[src/logic/fbg_pkg.sv]
// Constants for the fractional baud rate generator
// Function
// - Enable bit seven set: UART baud ticks come from this generator, not timers.
// - While enabled, doubling bit and timer two clock selects are ignored.
// - Enable clear: legacy timer one or timer two overflow scheme sets rate.
// - Low three control bits select core clock prescale of two to that power.
// - Bit rate equals twice core clock over prescale times divide value plus 64.
// - Every rate from 12 to 393216 bit/s reachable within 0.8 percent; here, at the 10 MHz core clock, only about 490 to 312500 bit/s.
// - Generator is its own counter, independent of timers zero, one and two.
// - Only variable-rate modes one and three use the selected baud source.
// - Legacy timer two select bits give timer two baud mode per direction.
package fbg_pkg;
    localparam logic [0:0] ADDR_CTRL = 1'h0;
    localparam logic [0:0] ADDR_FRAC = 1'h1;
    localparam int ENABLE_POS = 7;
    localparam int DIV_MSB = 2;
    localparam logic [7:0] CTRL_RESET = 8'h00;
    localparam logic [7:0] FRAC_RESET = 8'h00;
    localparam logic [7:0] FRAC_OFFSET = 8'h40;
    localparam logic [11:0] ACC_STEP = 12'h020;
    localparam logic [1:0] MODE_VAR8 = 2'h1;
    localparam logic [1:0] MODE_VAR9 = 2'h3;
    localparam int PRE_WIDTH = 7;
    localparam int CNT_WIDTH = 12;
endpackage : fbg_pkg

[src/logic/fbg_baud_gen.sv]
// Fractional baud rate generator with legacy timer baud source selection
`timescale 1ns/10ps
module fbg_baud_gen (
    input wire logic mclk, // Core clock, 10 MHz
    input wire logic rst, // Synchronous reset, active high
    input wire logic [0:0] regAddr, // Register address
    input wire logic [7:0] regWdata, // Write data
    input wire logic regWr, // Write strobe
    input wire logic regRd, // Read strobe
    output logic [7:0] regRdata, // Read data, cycle after strobe
    input wire logic [1:0] uartMode, // UART mode select
    input wire logic baudDoublingBit, // Doubling bit of power control
    input wire logic txTimerTwoSelect, // Timer two drives transmit
    input wire logic rxTimerTwoSelect, // Timer two drives receive
    input wire logic timerOneOvf, // Timer one overflow pulse
    input wire logic timerTwoOvf, // Timer two overflow pulse
    output logic txSampleTick, // Transmit 16x tick pulse
    output logic rxSampleTick // Receive 16x tick pulse
);
    import fbg_pkg::*;

    logic [7:0] baudTimerControl_ff;
    logic [7:0] fractionalDivideValue_ff;
    logic [7:0] regRdata_ff;
    logic [PRE_WIDTH-1:0] preCnt_ff;
    logic [CNT_WIDTH-1:0] fracAcc_ff;
    logic smodPhase_ff;
    logic txTick_ff;
    logic rxTick_ff;
    logic baudGeneratorEnable;
    logic [2:0] prescaleSel;
    logic preTick;
    logic genTick;
    logic varMode;
    logic t1Tick;
    logic [CNT_WIDTH-1:0] modulus;
    logic [CNT_WIDTH-1:0] accSum;
    logic accWraps;

    // Modulus of the fractional accumulator: divide value plus 64
    function automatic logic [CNT_WIDTH-1:0] tick_modulus(input logic [7:0] fd);
        return CNT_WIDTH'(fd) + CNT_WIDTH'(FRAC_OFFSET);
    endfunction : tick_modulus

    // Accumulator after one prescaled pulse; 32 per modulus gives 16 ticks per bit
    function automatic logic [CNT_WIDTH-1:0] acc_step(input logic [CNT_WIDTH-1:0] acc);
        return acc + ACC_STEP;
    endfunction : acc_step

    // Control field decode
    assign baudGeneratorEnable = baudTimerControl_ff[ENABLE_POS];
    assign prescaleSel = baudTimerControl_ff[DIV_MSB:0];
    assign modulus = tick_modulus(fractionalDivideValue_ff);
    assign accSum = acc_step(fracAcc_ff);
    assign accWraps = (accSum >= modulus);
    assign varMode = (uartMode == MODE_VAR8) || (uartMode == MODE_VAR9);

    // Register writes, unused control bits dropped
    always_ff @(posedge mclk) begin
        if (rst) begin
            baudTimerControl_ff <= CTRL_RESET;
            fractionalDivideValue_ff <= FRAC_RESET;
        end else if (regWr) begin
            if (regAddr == ADDR_CTRL) begin
                baudTimerControl_ff <= {regWdata[ENABLE_POS], 4'h0, regWdata[DIV_MSB:0]};
            end else begin
                fractionalDivideValue_ff <= regWdata;
            end
        end
    end

    // Read data, valid in the cycle after the strobe only
    always_ff @(posedge mclk) begin
        if (rst) begin
            regRdata_ff <= 8'h00;
        end else if (regRd) begin
            regRdata_ff <= (regAddr == ADDR_CTRL) ? baudTimerControl_ff : fractionalDivideValue_ff;
        end else begin
            regRdata_ff <= 8'h00;
        end
    end
    assign regRdata = regRdata_ff;

    // Free running binary prescaler, own counter apart from timers
    always_ff @(posedge mclk) begin
        if (rst) begin
            preCnt_ff <= '0;
        end else begin
            preCnt_ff <= preCnt_ff + 1'b1;
        end
    end
    // Pulse once per 2^select core clocks
    assign preTick = ((preCnt_ff & PRE_WIDTH'((1 << prescaleSel) - 1)) == PRE_WIDTH'((1 << prescaleSel) - 1));

    // Fractional divider; the remainder is kept on each wrap, so no cumulative drift
    always_ff @(posedge mclk) begin
        if (rst) begin
            fracAcc_ff <= '0;
        end else if (preTick) begin
            if (accWraps) begin
                fracAcc_ff <= accSum - modulus;
            end else begin
                fracAcc_ff <= accSum;
            end
        end
    end
    assign genTick = preTick && accWraps;

    // Timer one: every overflow with doubling, every second without
    always_ff @(posedge mclk) begin
        if (rst) begin
            smodPhase_ff <= 1'b0;
        end else if (timerOneOvf) begin
            smodPhase_ff <= ~smodPhase_ff;
        end
    end
    assign t1Tick = timerOneOvf && (baudDoublingBit || smodPhase_ff);

    // Source selection per direction, variable modes only
    always_ff @(posedge mclk) begin
        if (rst) begin
            txTick_ff <= 1'b0;
            rxTick_ff <= 1'b0;
        end else if (!varMode) begin
            txTick_ff <= 1'b0;
            rxTick_ff <= 1'b0;
        end else if (baudGeneratorEnable) begin
            txTick_ff <= genTick;
            rxTick_ff <= genTick;
        end else begin
            txTick_ff <= txTimerTwoSelect ? timerTwoOvf : t1Tick;
            rxTick_ff <= rxTimerTwoSelect ? timerTwoOvf : t1Tick;
        end
    end
    assign txSampleTick = txTick_ff;
    assign rxSampleTick = rxTick_ff;
endmodule : fbg_baud_gen

[config.mk]
export PLATFORM = sky130hd
export DESIGN_NAME = fbg_baud_gen
export DESIGN_NICKNAME = d
export VERILOG_FILES = /design/src/logic/fbg_pkg.sv /design/src/logic/fbg_baud_gen.sv
export SDC_FILE = /design/constraint.sdc
export NUM_CORES = 1
export LEC_CHECK = 0
export BUFFER_PORTS_ARGS = -buffer_cell sky130_fd_sc_hd__buf_2
export CAP_MARGIN = 20
export CORE_MARGIN = 2
export CORE_UTILIZATION = 40
export CTS_CLUSTER_SIZE = 28
export DETAILED_ROUTE_END_ITERATION = 16
export HOLD_SLACK_MARGIN = 0.06
export SLEW_MARGIN = 0
export SYNTH_ARGS = -nofsm -noshare
export SYNTH_HDL_FRONTEND = slang
export SYNTH_SLANG_ARGS = --single-unit
[constraint.sdc]
create_clock -name mclk -period 6.6 [get_ports mclk]
set_input_delay 0.33 -clock mclk [delete_from_list [all_inputs] [get_ports mclk]]
set_output_delay 0.33 -clock mclk [all_outputs]
set_load 0.01 [all_outputs]
Word level (Yosys, flattened, before mapping)
Index checks and enable logic that the tools add are counted.

Bits in registers: 42. Latch bits: 0. RAM bits: 0. Memory bits (read-only): 0. Input bits: 20. Output and inout bits: 10. Word-level logic and storage cells: 39. Memories kept: 0.

Add/subtract/negate cells: 5. $mul: 0. Div/mod/pow operators: 0. Magnitude comparators: 1. Equality and inequality tests: 3. Shifts and indexed selects: 1. Mux-type cells: 6. Bitwise gates (word level): 5. Reductions and logical operators: 9.

Operators with widths (count): $add A12 B6 Y12 const B (1); $ge A12 B9 Y1 (1); $mux W12 (1); $sub A12 B9 Y12 (1); $add A8 B7 Y9 const B (1); $mux W8 (1); $add A7 B1 Y7 const B (1); $and A7 B7 Y7 (1); $eq A7 B7 Y1 (1); $shl A1 B3 Y7 const A (1); $sub A7 B2 Y7 const B (1); $mux W1 (4); $not A1 Y1 (4); $reduce_and A2 Y1 (2); $reduce_or A2 Y1 (2); $reduce_or A3 Y1 (1); $eq A2 B1 Y1 const B (1); $eq A2 B2 Y1 const B (1); $logic_and A1 B1 Y1 (2); $logic_or A1 B1 Y1 (2).

Logic depth before layout (Yosys ltp)
Depth after elaboration: 6. Mapped depth: 11. Depth with buffers taken out: 11.

Worst setup path before layout
Ideal clock, no wire load.

Path kind: reg-to-reg. From: reg fracAcc_ff[5]. To: reg fracAcc_ff[11]. Library setup time: 0.121 ns. Arrival: 2.274 ns. Data required time: 6.479 ns. Setup slack: 4.205 ns. Stages on the path, launching flop included: 11. Path buffers: 0. Period minus slack after synthesis: 2.395 ns. Path through: dfxtp_1 > ha_1 > xor2_1 > ha_1 > a21oi_1 > o21ai_1 > o211ai_1 > a31oi_1 > nand2_1 > mux2_4 > mux2_4.

Word-level cells in the longest chain between the ends: 3. Elaborated cells on any way between the ends: 4. Classes of those cells: add/sub: 2; order compare: 1; mux: 1.

RTL lines: start, declared (RTL line fbg_baud_gen.sv:26) `logic [CNT_WIDTH-1:0] fracAcc_ff;`; start signal, assigned (RTL line fbg_baud_gen.sv:101) `fracAcc_ff <= accSum - modulus;`; start signal, assigned (RTL line fbg_baud_gen.sv:103) `fracAcc_ff <= accSum;`; $add A12 B6 Y12 * (RTL line fbg_baud_gen.sv:47) `return acc + ACC_STEP;`; $sub A12 B9 Y12 / $ge A12 B9 Y1 (equally long branches) (RTL line fbg_baud_gen.sv:101, fbg_baud_gen.sv:55); $mux W12 * (RTL line fbg_baud_gen.sv:100) `if (accWraps) begin`.

Mark *: on every way between the ends. The rest lies on a longest branch, timed or not. A chain may end at the register's enable or synchronous reset.

Worst setup path in the final report
From: reg fracAcc_ff[5]. To: reg fracAcc_ff[4].

Word-level cells in the longest chain between the ends: 3.

RTL lines: $add A12 B6 Y12 (RTL line fbg_baud_gen.sv:47); $ge A12 B9 Y1 (RTL line fbg_baud_gen.sv:55) `assign accWraps = (accSum >= modulus);`; $mux W12 (RTL line fbg_baud_gen.sv:100).

Every way passes these cells.

==> impl_metrics.ini <==
[outcome]
status = finished, final reports clean

[synth]
synth.net_count = 297
avgSynthCellArea_um2 = 8.64
synth_edf_count = 0
ys_ff_latch = 42
yosys_warnings = 0
synth.distinct_cells = 49
synth_area_leaders = dfxtp_1 37%, ha_1 6.6%, mux2i_1 6.6%, a21oi_1 4.4%, nor2_1 4.3%
yosysMostFrequentCell = dfxtp_1
mappedNetlistArea_um2 = 2280
ys_seq_area_share_pct = 36.9
yosys-top-cells-count = 42 x dfxtp_1, 26 x nor2_1, 24 x nand2_1, 20 x a21oi_1, 19 x nand3_1
async_flop_share_pct = 0
synth.largest_area_cell = dfxtp_1
syn_inst = 264
synth.top_cell.area_share_pct = 36.9
ys.flop_type = dfxtp_1

[floorplan]
ios = 30
die_x_um = 79.5
die_h_um = 79.5
fp-row-count = 27
dieArea_um2 = 6320
core_um2 = 5510
initial_core_util_pct = 41.4

[sta]
worst_pin_slew_ns = 0.712
hold_viol = 0
finalMaxSlewViolations = 0
layout_min_cycle_time_ns = 2.83
max-slew-margin-rel_pct = 52.2
max_freq_mhz = 354
tns_ns = 0
rsz0062_at_grt = no
period_share_pct = 42.8
skew_ns = 0.00598
setup_viol_count_final = 0

[route]
vias = 1795
drtIter0Drc = 65
first_pass_iters = 4
avgViaCountPerCell = 4.97
antenna_left = 0
wire_per_inst_um = 12.7
drc = 0
routed_wl_um = 4600

[layout]
antenna_cells = 0
layout.cells.non_filler = 361
fin_util_pct = 46.0
area_delta_synth_final_pct = 11.1
nets = 321
drive_gt1_share_pct = 16.3

[pwr]
ir_drop_mv = 0.138
p_leak_nw = 1.08
power_per_cell_area_nw_per_um2 = 387

[global_route]
grt_pass1_wl_um = 8220
overflow = 0
antenna_found_initial = 0
grt_max_degree = 38
grt_pass1_vias = 1794
track_usage_pct = 16.2

[worst_setup_path]
cp.required_ns = 6.76
path_max_fanout = 8
cp_data_arrival_time_ns = 2.99
crit_path_end_kind = register
critical_path.endpoint = fracAcc_ff[4]
r2r_cells = 10
path_class = reg2reg
regToRegEndpoint = fracAcc_ff[4]
startpoint = fracAcc_ff[5]
ff2ff_setup_slack_ns = 3.77
reg2reg_from = fracAcc_ff[5]
critPathLaunchType = register

[clocking]
cts-resized-gates = 0
clk_pin_slew_worst_paths_ns = 0.08
h-tree-depth = 2
cts.sinks = 42
cts_buffers = 5
tritoncts = done
root_buffer = clkbuf_8
clk_latency_ns = 0.29
post_cts_buffers = 0
cts_hold_buf = 0
clk_path_buf_depth = 2

[min_path]
hold_path.class = in2reg

[placed_design]
dpl.cell_count = 353
dp_hpwl_um = 3340
place_congestion = 0.789
port_buffers = 28

[flow_run]
maxCapViolCount = 0
critical path, stage by stage (launching register included):
cell and delay [ns]:
dfxtp_1 0.41, ha_1 0.28, xor2_1 0.18, ha_1 0.31, a21oi_1 0.15, o21ai_1 0.10, o211ai_1 0.28, nand2_1 0.22
o21ai_2 0.46, mux2i_1 0.24, nor2_1 0.05
metrics by stage:
| step | power [mW] | setup WS, ns | hold WS, ns | area (um2) |
|---|---|---|---|---|
| global route | 1.07 | 3.45 | 0.288 | 2530 |
| global placement | 0.815 | 3.83 | 0.442 | 2450 |
| CTS | 0.987 | 3.77 | 0.273 | 2530 |
| floorplan | 0.744 | 4.20 | 0.436 | 2280 |
| finish | 0.980 | 3.77 | 0.278 | 2530 |
| detailed placement | 0.819 | 3.79 | 0.448 | 2450 |
sequential cells by signal (all words and copies together) (netlist names):
| name | cells |
|---|---|
| preCnt_ff | 7 |
| baudTimerControl_ff | 4 |
| regRdata | 8 |
| fractionalDivideValue_ff | 8 |
| fracAcc_ff | 12 |
| smodPhase_ff | 1 |
| rxSampleTick | 1 |
| txSampleTick | 1 |
worst min path at each step:
stage,endpoint,depth (start not counted),start
6_report,smodPhase_ff,3,timerOneOvf
5_1_grt,smodPhase_ff,3,timerOneOvf
4_1_cts,smodPhase_ff,3,timerOneOvf
3_5_place_dp,fracAcc_ff[0],2,fracAcc_ff[0]
3_3_place_gp,fracAcc_ff[0],2,fracAcc_ff[0]
2_1_floorplan,fracAcc_ff[0],2,fracAcc_ff[0]
report_power, final:
group	switching [mW]	internal, mW
logic	0.266	0.229
clock network	0.0902	0.0747
registers	0.0314	0.289
total	0.387	0.593
placed cells by master, fill, tap and decap left out, drive strengths merged, types with 2 or more instances in the layout:
cell type	n
xnor2	8
a21boi	2
nand2	24
clkinv	2
o21a	3
inv	10
nor2	27
mux2	2
o21ai	10
nor2b	5
mux2i	15
dfxtp	42
buf	28
or2	2
a21o	2
nand2b	8
a31oi	2
and3	6
xor2	9
nand3b	3
a211oi	3
nor3	3
ha	12
a21oi	21
nand4	2
nand3	19
clkbuf	6
area by class of cell:
cell class / instances / area, um2
clock buffer: 6 / 72.6
clock inverter: 2 / 13.8
fill: 553 / 2970
inverter: 10 / 37.5
multi-input combinational: 201 / 1340
sequential: 42 / 841
tap: 72 / 90.1
timing repair buffer: 28 / 140
layer usage:
metal	vias to the layer above	part of all wire (%)	GRT usage, %
li1	961	-	-
met1	797	51	21.4
met2	33	44	26.6
met3	4	3.3	3.39
met4	0	1.3	4.66
met5	-	0	0
cell families after synthesis:
kind of cell | after synthesis | synth area share [%]
AO/OA/AOI/OAI | 52 | 14.8
XOR/XNOR | 17 | 6.53
adder cells (fa/ha/maj) | 13 | 7.46
buffers and inverters | 21 | 4.39
flip-flops | 42 | 36.9
multiplexers | 17 | 7.90
AND/OR/NAND/NOR | 102 | 22.1
(Power assumes the default switching activity.)
